===== src/inc/rts_defines.vh =====
/*
 * Constants of the register transfer and shift unit: instruction fields,
 * opcodes, APB register offsets, status and mode bits, reset values.
 * Assumes a 24-bit one's-complement datapath driven by a same-clock
 * instruction sequencer.
 */
`ifndef RTS_DEFINES_VH
`define RTS_DEFINES_VH

// ****************************************************************
// Instruction fields and opcodes
// ****************************************************************
`define RTS_OPC_HI 23
`define RTS_OPC_LO 18
`define RTS_OP_INC 6'h0d
`define RTS_OP_XFER 6'h2b
`define RTS_OP_EXT 6'h2d
`define RTS_OP_STOR 6'h08
`define RTS_OP_SHIFT 6'h0a
`define RTS_IMM_SIGN 14
`define RTS_Z_SIGN 16
`define RTS_FILE_PROT_LIMIT 6'h20
`define RTS_ROT_SPAN 6'h18
`define RTS_ROT_SPAN2 6'h30
`define RTS_RSH_MAX 6'h17

// ****************************************************************
// APB register offsets (byte addresses)
// ****************************************************************
`define RTS_OFF_ACC 8'h00
`define RTS_OFF_QUO 8'h04
`define RTS_OFF_IDX1 8'h08
`define RTS_OFF_IDX2 8'h0c
`define RTS_OFF_IDX3 8'h10
`define RTS_OFF_EXT_LO 8'h14
`define RTS_OFF_EXT_HI 8'h18
`define RTS_OFF_STATUS 8'h1c
`define RTS_OFF_MODE 8'h20

// ****************************************************************
// Status and mode bits, reset values
// ****************************************************************
`define RTS_ST_OVF 0
`define RTS_ST_XINT 1
`define RTS_MD_PROG 0
`define RTS_MD_RIP 1
`define RTS_MD_MON 2
`define RTS_RST_WORD 24'h000000
`define RTS_RST_IDX 15'h0000
`define RTS_RST_MODE 3'h0

`endif


===== src/rts_datapath.v =====
/*
 * Register transfer and shift unit: accumulator, quotient, three index
 * registers, 64-word register file and 48-bit extension register, with
 * the increase, transfer, storage-sense and single-register shift
 * instructions, plus an APB slave for software access.
 * Assumes the sequencer on the same clock presents one decoded word with
 * its storage operand and waits for the done pulse.
 */
`timescale 1ns/1ps
`default_nettype none
`include "rts_defines.vh"

module rts_datapath (
	input wire pclk, // Processor clock
	input wire presetn, // Asynchronous reset, active low
	input wire psel, // APB select
	input wire penable, // APB access phase
	input wire pwrite, // APB direction
	input wire [7:0] paddr, // APB byte address
	input wire [31:0] pwdata, // APB write data
	output reg [31:0] prdata, // APB read data
	output wire pready, // APB ready
	output wire pslverr, // APB error on unmapped address
	input wire ins_valid, // Instruction word presented
	input wire [23:0] ins_word, // Instruction word
	output wire ins_ready, // Unit accepts an instruction
	input wire [23:0] mem_operand, // Storage word m for storage shift
	output reg [23:0] mem_wdata, // Rotated storage word
	output reg mem_we, // Write storage word m back
	output reg read_next_instruction, // Instruction completed
	output reg skip_one, // Continue at P+2 instead of P+1
	output reg exec_interrupt, // Executive interrupt request
	output reg clear_realtime_processor, // Clear real-time processor
	output wire overflow // Sticky arithmetic overflow
);

	// ****************************************************************
	// State
	// ****************************************************************
	reg [23:0] acc_q;
	reg [23:0] quo_q;
	reg [47:0] ext_q;
	reg [14:0] idx_q [1:3];
	reg [23:0] file_q [0:63];
	reg [1:0] stat_q;
	reg [2:0] mode_q;
	integer i;

	// ****************************************************************
	// Instruction fields
	// ****************************************************************
	wire [5:0] opc;
	wire [2:0] f3;
	wire [1:0] bsel;
	wire [2:0] sub;
	wire [5:0] vsel;
	wire [14:0] imm;
	wire [14:0] idx_rd;
	wire [23:0] idx_sx;
	wire [23:0] imm_sx;
	wire [23:0] imm_zx;
	wire [23:0] file_rd;

	assign opc = ins_word[`RTS_OPC_HI:`RTS_OPC_LO];
	assign f3 = ins_word[17:15];
	assign bsel = ins_word[16:15];
	assign sub = ins_word[14:12];
	assign vsel = ins_word[5:0];
	assign imm = ins_word[14:0];
	// Designator zero reads as a zero index
	assign idx_rd = (bsel == 2'b00) ? 15'h0000 : idx_q[bsel];
	assign idx_sx = {{9{idx_rd[`RTS_IMM_SIGN]}}, idx_rd};
	assign imm_sx = {{9{imm[`RTS_IMM_SIGN]}}, imm};
	assign imm_zx = {9'h000, imm};
	assign file_rd = file_q[vsel];
	assign ins_ready = 1'b1;

	// ****************************************************************
	// Shared adder
	// ****************************************************************
	reg [23:0] op_x;
	reg [23:0] op_y;
	wire [23:0] sum;
	wire add_ovf;

	always @* begin
		op_x = 24'h000000;
		op_y = 24'h000000;
		case (opc)
			`RTS_OP_INC: begin
				case (f3)
					3'h4: begin
						op_x = acc_q;
						op_y = imm_sx;
					end
					3'h5: begin
						op_x = quo_q;
						op_y = imm_sx;
					end
					3'h6: begin
						op_x = acc_q;
						op_y = imm_zx;
					end
					3'h7: begin
						op_x = quo_q;
						op_y = imm_zx;
					end
					default: begin
						op_x = idx_sx;
						op_y = imm_sx;
					end
				endcase
			end
			`RTS_OP_XFER: begin
				op_x = acc_q;
				// Designator zero in the low half means A plus Q
				op_y = (f3 == 3'h0) ? quo_q : idx_sx;
			end
			`RTS_OP_SHIFT: begin
				// Zero designator still extends the count's sign
				op_x = idx_sx;
				op_y = imm_sx;
			end
			default: begin
				op_x = 24'h000000;
				op_y = 24'h000000;
			end
		endcase
	end

	rts_oc_add #(
		.W(24)
	) u_add (
		.a(op_x),
		.b(op_y),
		.sum(sum),
		.ovf(add_ovf)
	);

	// ****************************************************************
	// Single-register shifter
	// ****************************************************************
	wire [16:0] kcnt;
	wire shr;
	wire [5:0] mag;
	wire [5:0] lmag;
	wire [4:0] rmag;
	wire [23:0] shv;
	wire [47:0] dbl;
	wire [23:0] rotl;
	wire [23:0] sar;

	assign kcnt = sum[16:0];
	assign shr = kcnt[16];
	assign mag = shr ? ~kcnt[5:0] : kcnt[5:0];
	// Reduce so the rotate never exceeds one register length
	assign lmag = (mag >= `RTS_ROT_SPAN2) ? (mag - `RTS_ROT_SPAN2) :
		(mag >= `RTS_ROT_SPAN) ? (mag - `RTS_ROT_SPAN) : mag;
	assign rmag = (mag > `RTS_RSH_MAX) ? 5'h17 : mag[4:0];
	assign shv = f3[2] ? quo_q : acc_q;
	assign dbl = {shv, shv} << lmag;
	assign rotl = dbl[47:24];
	assign sar = $signed(shv) >>> rmag;

	// ****************************************************************
	// Instruction decode and next values
	// ****************************************************************
	reg [23:0] acc_d;
	reg [23:0] quo_d;
	reg [47:0] ext_d;
	reg idx_we;
	reg [14:0] idx_wd;
	reg file_we;
	reg [23:0] file_wd;
	reg ovf_set;
	reg known;
	reg skip_d;
	reg rtclr_d;
	reg mem_we_d;

	always @* begin
		acc_d = acc_q;
		quo_d = quo_q;
		ext_d = ext_q;
		idx_we = 1'b0;
		idx_wd = sum[14:0];
		file_we = 1'b0;
		file_wd = acc_q;
		ovf_set = 1'b0;
		known = 1'b0;
		skip_d = 1'b0;
		rtclr_d = 1'b0;
		mem_we_d = 1'b0;
		case (opc)
			`RTS_OP_INC: begin
				known = 1'b1;
				if (f3 == 3'h4 || f3 == 3'h6) begin
					acc_d = sum;
					ovf_set = add_ovf;
				end else if (f3 == 3'h5 || f3 == 3'h7) begin
					quo_d = sum;
					ovf_set = add_ovf;
				end else if (bsel != 2'b00) begin
					idx_we = 1'b1;
				end else begin
					rtclr_d = mode_q[`RTS_MD_RIP] && mode_q[`RTS_MD_MON];
				end
			end
			`RTS_OP_XFER: begin
				known = 1'b1;
				case (sub)
					3'h0: begin
						if (!f3[2])
							acc_d = {9'h000, idx_rd};
						else if (bsel != 2'b00) begin
							idx_we = 1'b1;
							idx_wd = acc_q[14:0];
						end
					end
					3'h1: begin
						if (f3 == 3'h0)
							quo_d = file_rd;
						else if (f3 == 3'h4) begin
							file_we = 1'b1;
							file_wd = quo_q;
						end else
							known = 1'b0;
					end
					3'h2: begin
						if (f3 == 3'h0)
							acc_d = file_rd;
						else if (f3 == 3'h4) begin
							file_we = 1'b1;
							file_wd = acc_q;
						end else
							known = 1'b0;
					end
					3'h3: begin
						if (!f3[2]) begin
							idx_we = (bsel != 2'b00);
							idx_wd = file_rd[14:0];
						end else begin
							file_we = 1'b1;
							file_wd = {9'h000, idx_rd};
						end
					end
					3'h4: begin
						// Sums here never touch the overflow flag
						if (!f3[2])
							acc_d = sum;
						else
							idx_we = (bsel != 2'b00);
					end
					default: begin
						known = 1'b0;
					end
				endcase
			end
			`RTS_OP_EXT: begin
				known = (f3 != 3'h0) && (f3 != 3'h4);
				case (f3)
					3'h1: quo_d = ext_q[23:0];
					3'h2: acc_d = ext_q[47:24];
					3'h3: begin
						acc_d = ext_q[47:24];
						quo_d = ext_q[23:0];
					end
					3'h5: ext_d = {ext_q[47:24], quo_q};
					3'h6: ext_d = {acc_q, ext_q[23:0]};
					3'h7: ext_d = {acc_q, quo_q};
					default: ext_d = ext_q;
				endcase
			end
			`RTS_OP_STOR: begin
				if (f3 == 3'h0) begin
					known = 1'b1;
					mem_we_d = 1'b1;
					skip_d = mem_operand[23];
				end
			end
			`RTS_OP_SHIFT: begin
				known = 1'b1;
				if (!f3[2])
					acc_d = shr ? sar : rotl;
				else
					quo_d = shr ? sar : rotl;
			end
			default: begin
				known = 1'b0;
			end
		endcase
	end

	// ****************************************************************
	// APB slave
	// ****************************************************************
	wire apb_wr;
	wire apb_setup;
	wire fire;
	wire xint_d;
	reg mapped;
	reg [31:0] rd_mux;

	assign pready = 1'b1;
	assign apb_wr = psel && penable && pwrite;
	assign apb_setup = psel && !penable;
	assign pslverr = psel && penable && !mapped;
	assign fire = ins_valid && known;
	// Writes into the protected low file words in program state
	assign xint_d = fire && file_we && (vsel < `RTS_FILE_PROT_LIMIT) &&
		mode_q[`RTS_MD_PROG];
	assign overflow = stat_q[`RTS_ST_OVF];

	always @* begin
		mapped = 1'b1;
		rd_mux = 32'h00000000;
		case (paddr)
			`RTS_OFF_ACC: rd_mux = {8'h00, acc_q};
			`RTS_OFF_QUO: rd_mux = {8'h00, quo_q};
			`RTS_OFF_IDX1: rd_mux = {17'h00000, idx_q[1]};
			`RTS_OFF_IDX2: rd_mux = {17'h00000, idx_q[2]};
			`RTS_OFF_IDX3: rd_mux = {17'h00000, idx_q[3]};
			`RTS_OFF_EXT_LO: rd_mux = {8'h00, ext_q[23:0]};
			`RTS_OFF_EXT_HI: rd_mux = {8'h00, ext_q[47:24]};
			`RTS_OFF_STATUS: rd_mux = {30'h00000000, stat_q};
			`RTS_OFF_MODE: rd_mux = {29'h00000000, mode_q};
			default: mapped = 1'b0;
		endcase
	end

	// Read data is caught in the setup cycle, so it is stable in access
	always @(posedge pclk or negedge presetn) begin
		if (!presetn)
			prdata <= 32'h00000000;
		else if (apb_setup)
			prdata <= rd_mux;
	end

	// ****************************************************************
	// Working registers
	// ****************************************************************
	// An executing instruction beats a software write in the same cycle
	always @(posedge pclk or negedge presetn) begin
		if (!presetn) begin
			acc_q <= `RTS_RST_WORD;
			quo_q <= `RTS_RST_WORD;
			ext_q <= {`RTS_RST_WORD, `RTS_RST_WORD};
			mode_q <= `RTS_RST_MODE;
		end else begin
			if (fire) begin
				acc_q <= acc_d;
				quo_q <= quo_d;
				ext_q <= ext_d;
			end else if (apb_wr) begin
				if (paddr == `RTS_OFF_ACC)
					acc_q <= pwdata[23:0];
				if (paddr == `RTS_OFF_QUO)
					quo_q <= pwdata[23:0];
				if (paddr == `RTS_OFF_EXT_LO)
					ext_q[23:0] <= pwdata[23:0];
				if (paddr == `RTS_OFF_EXT_HI)
					ext_q[47:24] <= pwdata[23:0];
			end
			if (apb_wr && paddr == `RTS_OFF_MODE)
				mode_q <= pwdata[2:0];
		end
	end

	always @(posedge pclk or negedge presetn) begin
		if (!presetn) begin
			for (i = 1; i <= 3; i = i + 1)
				idx_q[i] <= `RTS_RST_IDX;
		end else begin
			for (i = 1; i <= 3; i = i + 1) begin
				if (fire && idx_we && bsel == i[1:0])
					idx_q[i] <= idx_wd;
				else if (apb_wr &&
					paddr == (`RTS_OFF_IDX1 + {i[5:0], 2'b00} - 8'h04))
					idx_q[i] <= pwdata[14:0];
			end
		end
	end

	// The file is storage and keeps no reset value
	always @(posedge pclk) begin
		if (fire && file_we)
			file_q[vsel] <= file_wd;
	end

	// ****************************************************************
	// Status and completion
	// ****************************************************************
	// Sticky bits clear on a written one; a new event wins over the clear
	always @(posedge pclk or negedge presetn) begin
		if (!presetn)
			stat_q <= 2'b00;
		else begin
			if (fire && ovf_set)
				stat_q[`RTS_ST_OVF] <= 1'b1;
			else if (apb_wr && paddr == `RTS_OFF_STATUS && pwdata[0])
				stat_q[`RTS_ST_OVF] <= 1'b0;
			if (xint_d)
				stat_q[`RTS_ST_XINT] <= 1'b1;
			else if (apb_wr && paddr == `RTS_OFF_STATUS && pwdata[1])
				stat_q[`RTS_ST_XINT] <= 1'b0;
		end
	end

	always @(posedge pclk or negedge presetn) begin
		if (!presetn) begin
			read_next_instruction <= 1'b0;
			skip_one <= 1'b0;
			exec_interrupt <= 1'b0;
			clear_realtime_processor <= 1'b0;
			mem_we <= 1'b0;
			mem_wdata <= `RTS_RST_WORD;
		end else begin
			read_next_instruction <= fire;
			skip_one <= fire && skip_d;
			exec_interrupt <= xint_d;
			clear_realtime_processor <= fire && rtclr_d;
			mem_we <= fire && mem_we_d;
			if (fire && mem_we_d)
				mem_wdata <= {mem_operand[22:0], mem_operand[23]};
		end
	end

endmodule

`default_nettype wire


===== src/rts_oc_add.v =====
/*
 * One's-complement adder with end-around carry and overflow sense.
 * Purely combinational; the caller registers the result.
 */
`timescale 1ns/1ps
`default_nettype none

module rts_oc_add #(
	parameter W = 24
) (
	input wire [W-1:0] a, // First operand
	input wire [W-1:0] b, // Second operand
	output wire [W-1:0] sum, // One's-complement sum
	output wire ovf // Like signs in, other sign out
);

	wire [W:0] raw;
	wire [W:0] fin;

	// End-around carry; a second carry out cannot occur
	assign raw = {1'b0, a} + {1'b0, b};
	assign fin = {1'b0, raw[W-1:0]} + {{W{1'b0}}, raw[W]};
	assign sum = fin[W-1:0];
	assign ovf = (a[W-1] == b[W-1]) && (sum[W-1] != a[W-1]);

endmodule

`default_nettype wire


===== config.mk =====
export PLATFORM = sky130hd
export DESIGN_NAME = rts_datapath
export DESIGN_NICKNAME = d
export VERILOG_FILES = /design/src/rts_datapath.v /design/src/rts_oc_add.v
export VERILOG_INCLUDE_DIRS = /design/src /design/src/inc
export SDC_FILE = /design/constraint.sdc
export NUM_CORES = 2
export LEC_CHECK = 0
export BUFFER_PORTS_ARGS = -buffer_cell sky130_fd_sc_hd__buf_4
export CAP_MARGIN = 25
export CORE_ASPECT_RATIO = 1.25
export CORE_UTILIZATION = 40
export DETAILED_ROUTE_END_ITERATION = 7
export PLACE_DENSITY = 0.62
export SKIP_CTS_REPAIR_TIMING = 1
export SKIP_LAST_GASP = 1
export SLEW_MARGIN = 20
export SYNTH_ARGS = -nofsm -noshare
export SYNTH_HDL_FRONTEND = slang
export SYNTH_SLANG_ARGS = --single-unit

===== constraint.sdc =====
create_clock -name pclk -period 8.4 [get_ports pclk]
set_clock_uncertainty 0.1 [all_clocks]
set_input_delay 0.42 -clock pclk [delete_from_list [all_inputs] [get_ports pclk]]
set_output_delay 0.42 -clock pclk [all_outputs]
set_load 0.01 [all_outputs]

==> Word level (Yosys, flattened, before mapping) <==
Memories as Yosys holds them, arrays and structs flattened.
Index checks and enable logic that the tools add are counted.
{ "totals": {"register_bits": 207, "ramBits": 1536, "input_bits": 94, "mem_count": 1} }
{ "memory_table": {"columns": ["memory", "words", "width", "read_ports", "rd_ports_with_merged_regs", "write_ports", "line_no", "rtl"], "rows": [
  ["file_q", 64, 24, 1, 0, 1, "rts_datapath.v:44", "reg [23:0] file_q [0:63];"]
]} }
{ "op_classes": {"add_sub_neg": 4, "order_cmp": 5, "n_eq_ne": 49, "n_shift": 2, "muxes": 92, "n_bitwise": 2, "reduce_logical": 59} }
{ "op_table": {"columns": ["operator", "n"], "rows": [
  ["$mux W24", 27],
  ["$pmux W24 S3", 3],
  ["$pmux W24 S9", 1],
  ["$mux W15", 13],
  ["$pmux W24 S4", 2],
  ["$mux W48", 3],
  ["$pmux W48 S3", 1],
  ["$pmux W24 S2", 2],
  ["$shl A48 B6 Y48", 1],
  ["$eq A8 B5 Y1 const B", 4],
  ["$bmux W15 S2", 1],
  ["$pmux W15 S2", 1],
  ["$mux W1", 29],
  ["$ne A3 B3 Y1 const B", 9],
  ["$logic_and A1 B1 Y1", 26],
  ["$add A24 B24 Y25", 1],
  ["$add A24 B1 Y24", 1],
  ["$sshr A24 B5 Y24", 1],
  ["$reduce_bool A2 Y1", 11],
  ["$eq A6 B4 Y1 const B", 3],
  ["$mux W6", 3],
  ["$eq A8 B4 Y1 const B", 2],
  ["$eq A3 B3 Y1 const B", 5],
  ["$reduce_or A2 Y1", 7],
  ["40 further kinds", 56]
]} }

==> Depth between registers and ports, before layout <==
{ "logic_depth": {"depth_word": 19, "depth_mapped": 51, "ltp_nobuf": 40} }

==> By module <==
A second synthesis with hierarchy kept.
{ "unflattened": {"hier_cells": 5811, "area_unflattened_um2": 80069.3} }
{ "modules_own_cells": {"columns": ["module", "n_inst", "cells_per_inst", "area_each_um2"], "rows": [
  ["rts_datapath", 1, 5524, 77947.3],
  ["rts_oc_add", 1, 287, 2122.0]
]} }

==> Worst setup path after synthesis <==
Ideal clock, no wire load.
{ "synth_path": {"path_type": "input -> register", "from": "in ins_word[17]", "to": "reg acc_q[13]", "setup_ns": 0.148, "arrival_ns": 9.510, "required_ns": 8.152, "path_slack_ns": -1.358, "path_stages": 48, "n_path_buf": 13, "path_cell_list": "buf_1 buf_1 clkbuf_1 clkbuf_1 clkbuf_1 buf_1 a21oi_1 a21oi_1 o21ai_0 ha_1 buf_2 and2_1 buf_2 nand4_1 nor3_1 o211ai_1 a21boi_0 o21a_1 (+12 left out) nand2_2 buf_6 buf_4 buf_2 xnor2_1 ha_1 clkbuf_1 nand2_1 and3_1 o21ai_1 clkbuf_1 nand3_1 o21ai_1 mux2i_1 mux2i_1 a221oi_1 nor4_1 a221oi_1"} }
{ "synth_between": {"elab_chain_len": 16} }
{ "synth_lines": {"columns": ["element", "line_no", "rtl"], "rows": [
  ["start, declared", "rts_datapath.v:25", "input wire [23:0] ins_word,"],
  ["$eq A3 B3 Y1, on equally long branches", "rts_datapath.v:91, rts_datapath.v:197, rts_datapath.v:223", null],
  ["$reduce_or A2 Y1 (no line)", null, null],
  ["$pmux W24 S2 / $mux W24 (equally long branches)", "rts_datapath.v:91", "case (f3)"],
  ["$pmux W24 S3", "rts_datapath.v:89", "case (opc)"],
  ["$add A24 B24 Y25", "rts_oc_add.v:21", "assign raw = {1'b0, a} + {1'b0, b};"],
  ["$add A24 B1 Y24", "rts_oc_add.v:22", "assign fin = {1'b0, raw[W-1:0]} + {{W{1'b0}}, raw[W]};"],
  ["$not A6 Y6", "rts_datapath.v:155", "assign mag = shr ? ~kcnt[5:0] : kcnt[5:0];"],
  ["$mux W6", "rts_datapath.v:155", null],
  ["$sub A6 B5 Y6 (no line) / $ge A6 B5 Y1 (equally long branches)", null, null],
  ["$mux W6", "rts_datapath.v:158", "(mag >= `RTS_ROT_SPAN) ? (mag - `RTS_ROT_SPAN) : mag;"],
  ["$mux W6", "rts_datapath.v:157", "assign lmag = (mag >= `RTS_ROT_SPAN2) ? (mag - `RTS_ROT_SPAN2) :"],
  ["$shl A48 B6 Y48", "rts_datapath.v:161", "assign dbl = {shv, shv} << lmag;"],
  ["$mux W24", "rts_datapath.v:284", "acc_d = shr ? sar : rotl;"],
  ["$mux W24", "rts_datapath.v:283", "if (!f3[2])"],
  ["$pmux W24 S4", "rts_datapath.v:194", "case (opc)"],
  ["$mux W24", "rts_datapath.v:350", "if (fire) begin"],
  ["end signal, assigned", "rts_datapath.v:345", "acc_q <= `RTS_RST_WORD;"],
  ["end signal, assigned", "rts_datapath.v:356", "acc_q <= pwdata[23:0];"],
  ["end, declared", "rts_datapath.v:40", "reg [23:0] acc_q;"]
]} }
Parallel ways exist; a longest one is shown, timed or not. The select of a mux whose other input is x is not followed.
A chain may end at the register's enable or synchronous reset.

==> Worst setup path in the final report <==
{ "layout_path": {"from": "reg idx_q[14] in the netlist's numbering", "to": "reg acc_q[21]"} }
{ "layout_between": {"elab_chain_len": 18} }
{ "layout_lines": {"columns": ["element", "line_no", "rtl"], "rows": [
  ["start, declared", "rts_datapath.v:43", "reg [14:0] idx_q [1:3];"],
  ["start signal, assigned by index", "rts_datapath.v:372", "idx_q[i] <= `RTS_RST_IDX;"],
  ["start signal, assigned by index", "rts_datapath.v:376", "idx_q[i] <= idx_wd;"],
  ["start signal, assigned by index", "rts_datapath.v:379", "idx_q[i] <= pwdata[14:0];"],
  ["$bmux W15 S2 *", "rts_datapath.v:71", "assign idx_rd = (bsel == 2'b00) ? 15'h0000 : idx_q[bsel];"],
  ["$mux W15 (not written as such) * (2 in a row)", "rts_datapath.v:71", null],
  ["$mux W15 *", "rts_datapath.v:71", null],
  ["$pmux W24 S2 / $mux W24 (equally long branches)", "rts_datapath.v:91, rts_datapath.v:117", null],
  ["$pmux W24 S3", "rts_datapath.v:89", null],
  ["$add A24 B24 Y25 *", "rts_oc_add.v:21", null],
  ["$add A24 B1 Y24 *", "rts_oc_add.v:22", null],
  ["$not A6 Y6", "rts_datapath.v:155", null],
  ["$mux W6", "rts_datapath.v:155", null],
  ["$sub A6 B5 Y6 (no line) / $ge A6 B5 Y1 (equally long branches)", null, null],
  ["$mux W6", "rts_datapath.v:158", null],
  ["$mux W6", "rts_datapath.v:157", null],
  ["$shl A48 B6 Y48", "rts_datapath.v:161", null],
  ["$mux W24", "rts_datapath.v:284", null],
  ["$mux W24", "rts_datapath.v:283", null],
  ["$pmux W24 S4 *", "rts_datapath.v:194", null],
  ["$mux W24 *", "rts_datapath.v:350", null]
]} }
Mark *: on every way between the ends. The rest lies on a longest branch, timed or not. The select of a mux whose other input is x is not followed.

==> reports/qor.yml <==
place:
  gp_congestion: 1.08
  hpwlAfterDp_um: 185000
  io_buffers: 140
  dp_cells: 8553
power:
  total_power_w: 0.0189
  p_clk_frac: 0.406
  switching_share: 0.243
  ir_drop_mv: 0.215
  p_comb_frac: 0.087
  p_leak_nw: 31.7
  p_seq_frac: 0.507
  power.density_nw_per_um2: 208
  p_int_w: 0.0143
  p_switching_w: 0.00460
logic_synthesis:
  synthTopCellsByCount: "edfxtp_1, a22oi_1, nand2_1, nor2_1, clkbuf_1"
  synth_area_um2: 75700
  synth-edff-count: 1536
  yosys_register_bits: 1735
  synth_area_leaders: "edfxtp_1, dfrtp_1, a22oi_1, a221oi_1, a22o_1"
  synthCells: 5636
  yosysSeqAreaShare: 0.675
  yosysTopAreaCell: "edfxtp_1"
  synthFlopType: "edfxtp_1"
  synth_top_area_frac: 0.609
  synth_most_common_cell: "edfxtp_1"
  synth.distinct_cells: 110
  async_reset_ff_frac: 0.115
  avgSynthCellArea_um2: 13.4
  yosys_warnings: 0
clock_network:
  clk_latency_ns: 0.86
  cts_made_buffers: 164
  htree_num_levels: 4
  clkSinkCount: 1735
  cts_buffer_depth: 3
  clockRootBuffer: "clkbuf_16"
  cts_tree: "yes"
  path_clk_slew_ns: 0.07
worst_setup_path:
  slowest_stage: "a221oi_1"
  r2r_start: "idx_q[14]"
  endpoint_kind: "flop"
  worstPathRequired_ns: 8.94
  start_kind: "flop"
  cp_max_fo: 12
  slowest_delay_ns: 0.50
  critPathArrivalTime_ns: 8.71
  critical_path_class: "reg2reg"
  critical-path-top-delay-family: "compound AO/OA/AOI/OAI gates"
  startpoint: "idx_q[14]"
  critPathBufInv: 3
hold_path:
  min_path_type: "in2reg"
  min_from: "paddr[3]"
route:
  ant_nets: 0
  routedWlPerCell_um: 32.1
  wirelength_um: 287000
  drtPass1Iterations: 7
  viasPerCell: 6.35
  drc: 0
  first_iter_violations: 7169
  vias: 56739
floorplanning:
  fp.dieH_um: 489
  die_area_um2: 191000
  io_pins: 159
  start_util: 0.402
  rows: 178
  fp.dieW_um: 391
  core_area_um2: 188000
sta:
  hold_viol: 0
  fmax_mhz: 122
  slew_headroom: 0.152
  tightest_slew_ns: 1.26
  period_share: 0.972
  finalSetupViolations: 0
  slew_viol_final: 0
  timing.hold.ws_ns: 0.0365
  finalCriticalPeriod_ns: 8.16
global_route:
  grt_use_total: 0.294
  grt.overflow.total: 0
  antenna_found_initial: 15
  grt_pass1_vias: 53096
  grt_max_degree: 104
  grt_first_pass_wirelength_um: 400000
layout:
  nNetsFinal: 6394
  area_growth_pct: 20.1
  utilization: 0.483
  fin_cells: 8939
  drive_above_1_share: 0.230
status:
  outcome: "finished, final reports clean"
run:
  maxCapViolations: 0
worst register-to-register path: cells and delay by family, from the launching register on:
kind	cells	cell delay [ns]
AND/OR/NAND/NOR	9	1.13
multiplexers	3	0.91
XOR/XNOR	1	0.15
AO/OA/AOI/OAI	18	3.97
flip-flops	1	0.42
adder cells (fa/ha/maj)	4	0.83
buffers and inverters	3	0.48
path summary, 6_finish.rpt:
path	slack, ns	cells past startpoint	to
setup / recovery	0.24	38	acc_q[21]
hold / removal	0.04	5	stat_q[1]
setup reg to reg	0.24	38	acc_q[21]
hold reg to reg	0.38	1	prdata[2]
max in group asynchronous	6.01	4	idx_q[11]
min in group asynchronous	0.13	2	skip_one
sequential cells by signal (all words and copies together) (netlist names):
name                      flops
read_next_instruction         1
clear_realtime_processor      1
stat_q                        2
mem_we                        1
skip_one                      1
prdata                       24
ext_q                        48
idx_q                        45
mode_q                        3
mem_wdata                    24
file_q                     1536
acc_q                        24
exec_interrupt                1
quo_q                        24
placed cells by master, fill, tap and decap left out, drive strengths merged, types with 46 or more instances in the layout:
cell / synthesis / layout
a221oi: 221 / 221
a22oi: 579 / 579
nand2: 391 / 391
o21ai: 311 / 311
clkinv: 1 / 84
mux2i: 88 / 88
dlygate4sd3: 0 / 50
nand4: 62 / 62
dfrtp: 199 / 199
nor4: 46 / 46
buf: 136 / 870
edfxtp: 1536 / 1536
clkbuf: 327 / 196
a22o: 188 / 188
nor3: 66 / 66
a31oi: 193 / 193
nand3: 86 / 86
a21oi: 253 / 253
mux2: 108 / 108
nor2: 344 / 344
stage by stage:
stage | setup WS [ns] | setup TNS, ns | area (um^2)
final | 0.236 | 0 | 91000
after global routing | -0.00697 | -0.0108 | 91000
after CTS | -0.203 | -1.72 | 90000
after detailed placement | -0.524 | -17.19 | 84300
after global placement | -0.488 | -15.13 | 84300
after floorplan | 0.00699 | 0 | 75900
power by group through the flow:
| stage | Sequential [W] | Combinational (W) | Clock, W |
|---|---|---|---|
| 5_1_grt | 0.00957 | 0.00170 | 0.00805 |
| 2_1_floorplan | 0.00975 | 0.000722 | 0 |
| 3_5_place_dp | 0.00976 | 0.00157 | 0 |
| 4_1_cts | 0.00957 | 0.00158 | 0.00775 |
| 3_3_place_gp | 0.00976 | 0.00156 | 0 |
| 6_report | 0.00958 | 0.00165 | 0.00767 |
layout make-up:
cell class              instances  area [um^2]
well taps                    2520         3150
multi-input cells            3424        23600
clock inverters               111         1360
repair buffers                922         7420
fillers                     16197        97200
flip-flops and latches       1735        51100
inverters                      22         82.6
diodes                         11         27.5
clock buffers                 194         4260
per-layer routing:
| layer | track usage | part of all wire | vias up | wire, um |
|---|---|---|---|---|
| li1 | - | - | 24007 | - |
| met1 | 0.366 | 0.36 | 28482 | 105000 |
| met2 | 0.462 | 0.46 | 3460 | 132000 |
| met3 | 0.0596 | 0.096 | 778 | 27500 |
| met4 | 0.199 | 0.080 | 12 | 23000 |
| met5 | 0.00589 | 0.00075 | - | 216 |
logic make-up (layout without fill, tap and decap cells):
kind of cell | after synthesis | count (layout) | share of synthesized area
AOI/OAI and AO/OA | 2012 | 2012 | 0.188
DFF | 1735 | 1735 | 0.675
and+or+nand+nor | 1107 | 1107 | 0.0666
buffers and inverters | 485 | 1249 | 0.0256
muxes | 215 | 215 | 0.0335
xor gates and xnor gates | 49 | 49 | 0.00621
adders and majority gates | 31 | 31 | 0.00522
other | 2 | 21 | 0.0000991
Note: power is estimated with default switching activity, not from simulation.
